<file path="src/flash_spm_pkg.sv">
// Constants, states and carriers shared by the self-program sequencer.
package flash_spm_pkg;

  // ==========================================================================
  // Control register layout
  localparam int         BIT_IRQ_EN = 7;
  localparam int         BIT_SRE    = 4;
  localparam int         BIT_LOCK   = 3;
  localparam int         BIT_PGW    = 2;
  localparam int         BIT_PGE    = 1;
  localparam int         BIT_SPE    = 0;
  localparam logic [7:0] CTRL_RESET = 8'h00;
  localparam logic [7:0] CTRL_WMASK = 8'h9F;
  localparam logic [7:0] KEEP_MASK  = 8'h80;
  localparam logic [4:0] CMD_MASK   = 5'h1F;

  // ==========================================================================
  // Command patterns in the low five control bits
  localparam logic [4:0] PAT_ERASE = 5'h03;
  localparam logic [4:0] PAT_LOAD  = 5'h01;
  localparam logic [4:0] PAT_WRITE = 5'h05;
  localparam logic [4:0] PAT_FUSE  = 5'h09;

  // ==========================================================================
  // Timing windows in clock cycles after the control write
  localparam logic [2:0] SPM_WIN = 3'h4;
  localparam logic [2:0] LPM_WIN = 3'h3;

  // ==========================================================================
  // Pointer values for fuse and lock reads
  localparam logic [15:0] Z_FUSE_LOW  = 16'h0000;
  localparam logic [15:0] Z_LOCK     = 16'h0001;
  localparam logic [15:0] Z_FUSE_EXT  = 16'h0002;
  localparam logic [15:0] Z_FUSE_HIGH = 16'h0003;
  localparam logic [15:0] BUF_ERASED  = 16'hFFFF;
  localparam logic [7:0]  BYTE_ONES   = 8'hFF;

  // ==========================================================================
  // Sequencer states, Gray coded along idle, armed, busy
  typedef enum logic [1:0] {
    ST_IDLE  = 2'b00,
    ST_ARMED = 2'b01,
    ST_BUSY  = 2'b11
  } seq_state_e;

  // Requests from the processor core.
  typedef struct packed {
    logic        ctrl_wr;
    logic [7:0]  ctrl_wdata;
    logic        spm;
    logic        lpm;
    logic [15:0] zptr;
    logic [15:0] data;
  } core_req_s;

  // Stored fuse and lock bits, one means programmed.
  typedef struct packed {
    logic [7:0] low;
    logic [7:0] high;
    logic [7:0] ext;
    logic [7:0] lock;
  } fuse_bits_s;

endpackage

</file>
<file path="src/flash_self_program_sequencer.sv">
// Self-program sequencer: command arming, page buffer, erase/write and fuse reads.
`timescale 1ns/1ps
// How it works
// - Erase pattern then store within four cycles
// - Core stalled for the whole erase
// - Load pattern stores one word at pointer
// - Buffer cleared after write, enable bit, reset
// - Data memory write discards loaded buffer
// - Write pattern programs buffer into page
// - Core stalled for the whole page write
// - Buffer words load in any order
// - Low bits word, high bits page
// - Store accepted from any code address
// - Data memory write blocks programming and reads
// - Pointer one returns lock bits
// - Read arming self-clears on completion or timeout
// - Unarmed load reads flash normally
// - Pointer zero returns fuse low byte
// - Pointer three returns fuse high byte
// - Pointer two returns extended fuse byte
// - Programmed reads zero, unprogrammed reads one
// - Ready interrupt while enable bit clear
// - Ready interrupt suppressed during busy writes
module flash_self_program_sequencer #(
  parameter int WORD_BITS = 5
) (
  input  wire logic                       clk,
  input  wire logic                       resetn,
  input  wire flash_spm_pkg::core_req_s   core,
  input  wire logic                       global_irq_en,
  input  wire logic                       data_mem_write_busy_bit,
  input  wire flash_spm_pkg::fuse_bits_s  fuses,
  input  wire logic                       flash_done,
  input  wire logic [WORD_BITS-1:0]       buf_rd_idx,
  output logic [7:0]                      prog_mem_ctrl_status,
  output logic                            core_stall,
  output logic                            fuse_rd_valid,
  output logic [7:0]                      fuse_rd_data,
  output logic                            flash_start,
  output logic                            flash_erase,
  output logic [14-WORD_BITS:0]           flash_page,
  output logic [15:0]                     buf_rd_data,
  output logic                            prog_ready_irq
);
  import flash_spm_pkg::*;

  localparam int WORDS = 1 << WORD_BITS;

  // ==========================================================================
  // Parameter check
  // The word field sits above the byte bit, so at most fourteen bits fit.
  if (WORD_BITS < 1 || WORD_BITS > 14) begin : g_bad
    $error("WORD_BITS must lie between 1 and 14");
  end

  // Fuse byte chosen by pointer, inverted so programmed bits read zero.
  function automatic logic [7:0] fuse_pick(input logic [15:0] z, input fuse_bits_s f);
    logic [7:0] v;
    v = BYTE_ONES;
    if (z == Z_FUSE_LOW) begin
      v = f.low;
    end else if (z == Z_LOCK) begin
      v = f.lock;
    end else if (z == Z_FUSE_EXT) begin
      v = f.ext;
    end else if (z == Z_FUSE_HIGH) begin
      v = f.high;
    end
    return ~v;
  endfunction

  // ==========================================================================
  // Sequencer state
  seq_state_e                 st_q, st_d;
  logic [7:0]                 ctrl_q, ctrl_d;
  logic [2:0]                 cnt_q, cnt_d;
  logic                       start_q, start_d;
  logic                       erase_q, erase_d;
  logic [14-WORD_BITS:0]      page_q, page_d;
  logic                       stall_q, stall_d;
  logic                       fv_q, fv_d;
  logic [7:0]                 fd_q, fd_d;
  logic                       irq_q, irq_d;
  logic                       buf_clr;
  logic                       buf_ld;
  logic [4:0]                 cmd;
  logic                       ee;
  logic [WORD_BITS-1:0]       zword;
  logic [14-WORD_BITS:0]      zpage;

  assign ee    = data_mem_write_busy_bit;
  assign cmd   = ctrl_q[4:0] & CMD_MASK;
  // Byte bit dropped, low bits word, upper bits page
  assign zword = core.zptr[WORD_BITS:1];
  assign zpage = core.zptr[15:WORD_BITS+1];

  // Next-state logic for arming, commands and fuse reads.
  always_comb begin
    st_d    = st_q;
    ctrl_d  = ctrl_q;
    cnt_d   = cnt_q;
    start_d = 1'b0;
    erase_d = erase_q;
    page_d  = page_q;
    stall_d = stall_q;
    fv_d    = 1'b0;
    fd_d    = fd_q;
    buf_clr = 1'b0;
    buf_ld  = 1'b0;
    case (st_q)
      ST_IDLE: begin
        // Control writes ignored while data memory busy
        if (core.ctrl_wr && !ee) begin
          ctrl_d = core.ctrl_wdata & CTRL_WMASK;
          if (core.ctrl_wdata[BIT_SRE]) begin
            buf_clr = 1'b1;
            // Only the interrupt enable bit written with this value is kept as written.
            ctrl_d  = core.ctrl_wdata & KEEP_MASK;
          end else if (core.ctrl_wdata[BIT_SPE]) begin
            st_d  = ST_ARMED;
            cnt_d = '0;
          end
        end
      end
      ST_ARMED: begin
        cnt_d = cnt_q + 3'h1;
        // No address region check on the store
        if (core.spm && !ee) begin
          st_d   = ST_IDLE;
          ctrl_d = ctrl_q & KEEP_MASK;
          // Page erase from page field only
          if (cmd == PAT_ERASE) begin
            st_d    = ST_BUSY;
            ctrl_d  = ctrl_q;
            start_d = 1'b1;
            erase_d = 1'b1;
            page_d  = zpage;
            stall_d = 1'b1;
          end else if (cmd == PAT_WRITE) begin
            st_d    = ST_BUSY;
            ctrl_d  = ctrl_q;
            start_d = 1'b1;
            erase_d = 1'b0;
            page_d  = zpage;
            stall_d = 1'b1;
          end else if (cmd == PAT_LOAD) begin
            buf_ld = 1'b1;
          end
        // Only armed fuse reads divert loads
        end else if (core.lpm && cnt_q < LPM_WIN && cmd == PAT_FUSE && !ee) begin
          st_d   = ST_IDLE;
          ctrl_d = ctrl_q & KEEP_MASK;
          fv_d   = 1'b1;
          fd_d   = fuse_pick(core.zptr, fuses);
        end else if (cnt_q == SPM_WIN - 3'h1) begin
          st_d   = ST_IDLE;
          ctrl_d = ctrl_q & KEEP_MASK;
        end
      end
      ST_BUSY: begin
        if (flash_done) begin
          st_d    = ST_IDLE;
          stall_d = 1'b0;
          ctrl_d  = ctrl_q & KEEP_MASK;
          // Buffer cleared after a page write
          buf_clr = !erase_q;
        end
      end
      default: begin
        st_d = ST_IDLE;
      end
    endcase
    // Suppressed during data memory write or store
    irq_d = ctrl_q[BIT_IRQ_EN] && global_irq_en && !ctrl_q[BIT_SPE]
            && !ee && st_q != ST_BUSY;
  end

  // Sequencer registers.
  always_ff @(posedge clk or negedge resetn) begin
    if (!resetn) begin
      st_q    <= ST_IDLE;
      ctrl_q  <= CTRL_RESET;
      cnt_q   <= '0;
      start_q <= 1'b0;
      erase_q <= 1'b0;
      page_q  <= '0;
      stall_q <= 1'b0;
      fv_q    <= 1'b0;
      fd_q    <= '0;
      irq_q   <= 1'b0;
    end else begin
      st_q    <= st_d;
      ctrl_q  <= ctrl_d;
      cnt_q   <= cnt_d;
      start_q <= start_d;
      erase_q <= erase_d;
      page_q  <= page_d;
      stall_q <= stall_d;
      fv_q    <= fv_d;
      fd_q    <= fd_d;
      irq_q   <= irq_d;
    end
  end

  // ==========================================================================
  // Temporary page buffer
  // Valid bits give a one-cycle clear of the whole page; data is left stale.
  logic [15:0]      mem_q [WORDS];
  logic [WORDS-1:0] val_q, val_d;
  logic [15:0]      rd_q, rd_d;

  // Any word position may be loaded in any order
  for (genvar i = 0; i < WORDS; i++) begin : g_val
    always_comb begin
      val_d[i] = val_q[i];
      // Data memory write discards the loaded words
      if (buf_clr || ee) begin
        val_d[i] = 1'b0;
      end else if (buf_ld && zword == WORD_BITS'(i)) begin
        val_d[i] = 1'b1;
      end
    end
  end

  // Unloaded words read as erased flash.
  always_comb begin
    rd_d = val_q[buf_rd_idx] ? mem_q[buf_rd_idx] : BUF_ERASED;
  end

  // The data array has no reset; only the valid bits need one.
  always_ff @(posedge clk) begin
    if (buf_ld) begin
      mem_q[zword] <= core.data;
    end
  end

  always_ff @(posedge clk or negedge resetn) begin
    if (!resetn) begin
      val_q <= '0;
      rd_q  <= BUF_ERASED;
    end else begin
      val_q <= val_d;
      rd_q  <= rd_d;
    end
  end

  // Outputs straight from flip-flops.
  assign prog_mem_ctrl_status = ctrl_q;
  assign core_stall           = stall_q;
  assign fuse_rd_valid        = fv_q;
  assign fuse_rd_data         = fd_q;
  assign flash_start          = start_q;
  assign flash_erase          = erase_q;
  assign flash_page           = page_q;
  assign buf_rd_data          = rd_q;
  assign prog_ready_irq       = irq_q;

  // ==========================================================================
  // Assertions
  logic [WORD_BITS-1:0]  zword_q;
  logic [14-WORD_BITS:0] zpage_q;
  logic                  ld_q;
  always_ff @(posedge clk or negedge resetn) begin
    if (!resetn) begin
      zword_q <= '0;
      zpage_q <= '0;
      ld_q    <= 1'b0;
    end else begin
      zword_q <= zword;
      zpage_q <= zpage;
      ld_q    <= buf_ld && !ee;
    end
  end
endmodule

</file>
<file path="config.mk">
export PLATFORM = sky130hd
export DESIGN_NAME = flash_self_program_sequencer
export DESIGN_NICKNAME = d
export VERILOG_FILES = /design/src/flash_spm_pkg.sv /design/src/flash_self_program_sequencer.sv
export SDC_FILE = /design/constraint.sdc
export NUM_CORES = 1
export LEC_CHECK = 0
export BUFFER_PORTS_ARGS = -buffer_cell sky130_fd_sc_hd__buf_4
export CORE_MARGIN = 2
export CORE_UTILIZATION = 39
export CTS_CLUSTER_DIAMETER = 50
export DETAILED_ROUTE_END_ITERATION = 8
export HOLD_SLACK_MARGIN = 0.05
export SLEW_MARGIN = 25
export SYNTH_ARGS = -nofsm -noshare
export SYNTH_HDL_FRONTEND = slang
export SYNTH_SLANG_ARGS = --single-unit
export TNS_END_PERCENT = 30
</file>
<file path="constraint.sdc">
create_clock -name clk -period 5.3 [get_ports clk]
set_input_delay 0.795 -clock clk [delete_from_list [all_inputs] [get_ports clk]]
set_output_delay 0.795 -clock clk [all_outputs]
set_load 0.02 [all_outputs]
</file>
==> results of run 1 <==
-- cell type report --
cell class / count / area [um^2] / area share (%)
sequential: 593 / 17420 / 62.98
multi-input combinational: 609 / 5768 / 20.85
clock buffer: 87 / 1824 / 6.595
timing repair buffer: 177 / 1361 / 4.921
tap: 782 / 978.4 / 3.537
clock inverter: 32 / 260.3 / 0.9408
inverter: 13 / 48.80 / 0.1764
-- stage by stage --
| stage | util, % | power (W) | instance area, um^2 | instances | hold slack, ns |
|---|---|---|---|---|---|
| final | 46.00 | 0.01041 | 27660 | 2293 | 0.1853 |
| after CTS | 46.00 | 0.01052 | 27660 | 2293 | 0.1714 |
| after global routing | 46.00 | 0.01078 | 27660 | 2293 | 0.1855 |
| after detailed placement | 42.54 | 0.006135 | 25580 | 2174 | 0.4675 |
| after floorplan | - | 0.005787 | 23650 | 1297 | 0.4565 |
| after global placement | 42.52 | 0.006120 | 25570 | 2174 | 0.4622 |
-- worst max-delay path by stage --
stage,depth (start not counted),start,endpoint
after floorplan,5,data_mem_write_busy_bit,mem_q[6][0]
after global placement,7,data_mem_write_busy_bit,mem_q[2][14]
after detailed placement,7,data_mem_write_busy_bit,mem_q[3][14]
after CTS,7,st_q[1],mem_q[3][12]
after global routing,7,st_q[1],mem_q[3][5]
final,7,st_q[1],mem_q[3][12]
-- cells in the final DEF, fill, tap and decap left out, drive strengths merged, types with 27 or more instances in the layout --
cell type  Yosys  layout
a221oi        48      48
mux2i        138     138
edfxtp       512     512
o21a          48      48
mux4          64      64
nor2          41      41
buf           44     177
clkbuf        38      87
dfrtp         65      65
mux2          27      27
a21oi         34      34
-- layer usage --
metal	vias to the layer above	GRT usage [%]	share of wire, %
met5	-	0	0
met4	0	5.372	2.4
met3	94	3.731	6.6
met2	461	28.56	47
met1	6580	24.72	44
li1	5597	-	-
-- logic make-up after synthesis --
| group | after synthesis | share of synthesized area, % |
|---|---|---|
| muxes | 229 | 13.22 |
| DFF | 593 | 73.69 |
| xor gates and xnor gates | 1 | 0.03705 |
| and+or+nand+nor | 118 | 2.524 |
| adders and majority gates | 6 | 0.3175 |
| AOI/OAI and AO/OA | 252 | 7.949 |
| buffers and inverters | 95 | 2.244 |
| other | 1 | 0.01586 |
-- state kept, by name, summed over array words and instances (netlist names), 2 cells and up --
signal                flops
flash_page               10
fuse_rd_data              8
prog_mem_ctrl_status      5
buf_rd_data              16
st_q                      2
cnt_q                     3
val_q                    32
mem_q                   512
-- power groups by stage --
| stage | Sequential [W] | Combinational [W] | Clock, W |
|---|---|---|---|
| global route | 0.00522 | 0.000896 | 0.00466 |
| global placement | 0.00530 | 0.000820 | 0 |
| CTS | 0.00521 | 0.000832 | 0.00448 |
| detailed placement | 0.00530 | 0.000830 | 0 |
| floorplan | 0.00535 | 0.000436 | 0 |
| finish | 0.00521 | 0.000819 | 0.00438 |
==> results.json, run 1 <==
{
  "grt_pass1_vias": 13160,
  "path_max_fanout": 11,
  "critical_path_class": "reg2reg",
  "drv_slew": 0,
  "path_cells": "inv_1 > ha_1 > nand2_1 > nor4_1 > nand3_1 > nor2_2 > buf_4",
  "hold_class": "in2async",
  "yosysTopAreaCell": "edfxtp_1",
  "clkPwrFrac_pct": 42.1,
  "p_per_area_nw_per_um2": 376.2,
  "ys_ff_latch": 593,
  "synth_warnings": 0,
  "swShare_pct": 22.52,
  "cts_max_level": 3,
  "period_needed_ns": 3.403,
  "dieHeight_um": 250.2,
  "crit_arrival_ns": 3.67,
  "setup_viol": 0,
  "portBuffers": 126,
  "cts_hold_buf": 0,
  "place_hpwl_um": 33330,
  "drcViolationCount": 0,
  "area_growth_pct": 17.00,
  "grt_pass1_wl_um": 83180,
  "synth.avg_cell_area_um2": 18.26,
  "ff2ff_path_depth": 7,
  "std_cell_rows": 90,
  "power.switching_w": 0.002343,
  "synthFlopType": "edfxtp_1",
  "cts_buffer_depth": 3,
  "fmax_ghz": 0.2939,
  "finalCritPeriodShare_pct": 64.21,
  "insertion_delay_ns": 0.58,
  "yosys-top-cells-count": "edfxtp_1 (512), mux2i_1 (138), dfrtp_1 (65)",
  "end_kind": "flip-flop",
  "synth_edf_count": 512,
  "synthArstFlopShare_pct": 13.66,
  "wl_per_cell_um": 24.18,
  "fillers": 5179,
  "tns_ns": 0,
  "rsz0062_at_grt": "false",
  "cp_num_buf_inv": 2,
  "syn-cell-area_um2": 23640,
  "cts_resized": 0,
  "r2r-end": "mem_q[3][12]",
  "grt_remaining_overflow": 0,
  "skew_ns": 0.01905,
  "ff2ff_setup_slack_ns": 1.90,
  "hold_viol": 0,
  "vias": 12730,
  "combPwrFrac_pct": 7.9,
  "synth_most_common_cell": "edfxtp_1",
  "grt_usage_pct": 17.87,
  "cts.sinks": 593,
  "outcome": "finished, final reports clean",
  "cpPeakStageDelay_ns": 0.69,
  "power_leakage_nw": 9.701,
  "cpMaxStageDelayCell": "nor2_2",
  "syn_inst": 1295,
  "finalNetCount": 1551,
  "required_ns": 5.56,
  "dieArea_um2": 62610,
  "antenna_found_initial": 0,
  "via_per_inst": 5.553,
  "routed_wl_um": 55440,
  "critPathLaunchType": "flip-flop",
  "p_seq_share_pct": 50.1,
  "dp_slack_ns": 1.576,
  "grt_start_max_net_pins": 66,
  "reg2reg_from": "st_q[1]",
  "drive_gt1_share_pct": 27.73,
  "synth_area_leaders": "edfxtp_1 (65%), dfrtp_1 (6.9%), mux4_2 (6.1%)",
  "peakVddDrop_v": 0.0002706,
  "tritoncts": "yes",
  "synth_cell_types": 52,
  "maxCapViolCount": 0,
  "postCtsSetupRepairBufs": 0,
  "postRouteAntennaNets": 0,
  "place.gp.congestion": 0.7831,
  "netlist.area_leader.share_pct": 65.03,
  "num_antenna_cells": 0,
  "io_pins": 132,
  "core_area_um2": 60130,
  "worst_pin_slew_ns": 1.048,
  "start_util_pct": 39.32,
  "die_x_um": 250.2,
  "power.internal_w": 0.008064,
  "cts-root-buf": "clkbuf_16",
  "fin_ws_ns": 1.897,
  "numCtsBuffers": 66,
  "drtIter0Drc": 985,
  "critPathTopFamily": "simple AND/OR/NAND/NOR gates",
  "relSlewSlack_pct": 29.27,
  "clk_pin_slew_worst_paths_ns": 0.06,
  "drtPass1Iterations": 7,
  "synth-seq-area-share_pct": 73.69
}
No activity file was read; power rests on OpenSTA's default activity.
==> inputs of run 2 (changes only) <==
clock period = 3.3 ns   (was 5.3 ns; I/O delays follow)
==> results.json, run 2 (synthesized netlist as in run 1, its figures left out) <==
{
  "numCtsBuffers": 66,
  "largest_reg_flops": 512,
  "cts_buffer_depth": 3,
  "hold_class": "in2reg",
  "p_per_area_nw_per_um2": 602.9,
  "cts-root-buf": "clkbuf_16",
  "insertion_delay_ns": 0.60,
  "vias": 12740,
  "fin_ws_ns": 0.7392,
  "place.gp.congestion": 0.7908,
  "dp_cells": 2203,
  "io_pins": 132,
  "drtIter0Drc": 891,
  "ff2ff_path_depth": 6,
  "power.switching_w": 0.003778,
  "finalNetCount": 1581,
  "std_cell_rows": 90,
  "outcome": "finished, final reports clean",
  "worst_pin_slew_ns": 0.7306,
  "layout_commonest_cell": "edfxtp_1",
  "drcViolationCount": 0,
  "place_hpwl_um": 34280,
  "cpMaxStageDelayCell": "or3_1",
  "via_per_inst": 5.486,
  "setup_viol": 0,
  "die_x_um": 250.2,
  "dp_slack_ns": 0.5214,
  "skew_ns": 0.02364,
  "power_leakage_nw": 9.886,
  "fin_cells": 2322,
  "grt_start_max_net_pins": 74,
  "fmax_ghz": 0.3905,
  "clkPwrFrac_pct": 42.3,
  "path_cells": "inv_1 > ha_1 > o21ai_1 > or3_1 > a2111oi_0 > a21o_1",
  "layout_common_cells": "edfxtp_1 (512), buf_4 (198), mux2i_1 (138)",
  "finalCritPeriodShare_pct": 77.60,
  "cts_max_level": 3,
  "area_growth_pct": 18.26,
  "p_total_w": 0.01686,
  "cpPeakStageDelay_ns": 0.65,
  "grt_pass1_vias": 13020,
  "tritoncts": "yes",
  "drv_slew": 0,
  "grt_pass1_wl_um": 82650,
  "crit_arrival_ns": 3.08,
  "postRouteAntennaNets": 0,
  "clk_pin_slew_worst_paths_ns": 0.06,
  "maxCapViolCount": 0,
  "grt_usage_pct": 17.94,
  "min_delay_path_depth": 2,
  "core_area_um2": 60130,
  "required_ns": 3.82,
  "combPwrFrac_pct": 8.1,
  "post-route-util_pct": 46.50,
  "peakVddDrop_v": 0.0003761,
  "num_antenna_cells": 0,
  "dieHeight_um": 250.2,
  "rsz0062_at_grt": "false",
  "dieArea_um2": 62610,
  "period_needed_ns": 2.561,
  "relSlewSlack_pct": 50.68,
  "path_max_fanout": 16,
  "start_util_pct": 39.32,
  "end_kind": "flip-flop",
  "tns_ns": 0,
  "cts.sinks": 593,
  "drive_gt1_share_pct": 29.22,
  "portBuffers": 126,
  "wl_per_cell_um": 24.04,
  "routed_wl_um": 55810,
  "power.internal_w": 0.01308,
  "grt_remaining_overflow": 0,
  "critical_path_class": "reg2reg",
  "hold_viol": 0,
  "antenna_found_initial": 1,
  "top_register": "mem_q",
  "swShare_pct": 22.41,
  "critPathLaunchType": "flip-flop",
  "drtPass1Iterations": 5,
  "p_seq_share_pct": 49.6
}
[run 2: cell count changes in the layout (fill, tap and decap cells not counted), sizes merged]
cell | before | now
clkinv | 20 | 18
clkbuf | 87 | 89
inv | 21 | 20
clkinvlp | 1 | 0
bufinv | 3 | 4
dlygate4sd3 | 0 | 1
buf | 177 | 206
[run 2: layout make-up]
class / instances / area [um^2]
clock inverters: 29 / 269.0
repair buffers: 207 / 1643
well taps: 782 / 978.4
flip-flops and latches: 593 / 17420
fillers: 5099 / 32170
multi-input cells: 609 / 5758
clock buffers: 89 / 1842
inverters: 13 / 48.80
[run 2: final timing paths]
check	from	endpoint	slack, ns
setup / recovery	st_q[1]	fuse_rd_data[7]	0.74
hold reg to reg	fuse_rd_data[0]	fuse_rd_data[0]	0.48
setup reg to reg	st_q[1]	fuse_rd_data[7]	0.74
min in group asynchronous	resetn	prog_mem_ctrl_status[7]	0.51
max in group asynchronous	resetn	buf_rd_data[8]	2.04
hold / removal	data_mem_write_busy_bit	prog_ready_irq	0.13
[run 2: critical path, delay by kind of cell, from the launching register on]
kind                     cells  cell delay [ns]
AO/OA/AOI/OAI                3             0.94
adder cells (fa/ha/maj)      1             0.40
buffers and inverters        1             0.09
flip-flops                   1             0.41
AND/OR/NAND/NOR              1             0.65
[run 2: per-stage QoR]
step,instance area (um^2),hold WS (ns)
floorplan,23650,0.1994
global placement,25840,0.4623
detailed placement,25840,0.4692
CTS,27950,0.08755
global route,27960,0.1140
finish,27960,0.1268
[run 2: what timing repair did]
item / in CTS / in global routing
endpoints found under the hold margin: 0 / 65
resized for setup: 0 / 0
hold buffers: 0 / 1
buffers inserted: 0 / 0
[run 2: routing by layer]
metal / share of wire [%] / GRT usage, % / up-vias
met2: 49 / 29.53 / 434
li1: - / - / 5663
met4: 2.0 / 5.081 / 0
met1: 43 / 24.47 / 6566
met5: 0 / 0 / -
met3: 6.4 / 3.357 / 76
[run 2: power groups by stage]
| stage | registers, W | logic [W] | clock network [W] |
|---|---|---|---|
| after floorplan | 0.00859 | 0.000701 | 0 |
| after global placement | 0.00851 | 0.00135 | 0 |
| after detailed placement | 0.00852 | 0.00138 | 0 |
| after CTS | 0.00836 | 0.00138 | 0.00728 |
| after global routing | 0.00838 | 0.00148 | 0.00757 |
| final | 0.00837 | 0.00136 | 0.00713 |
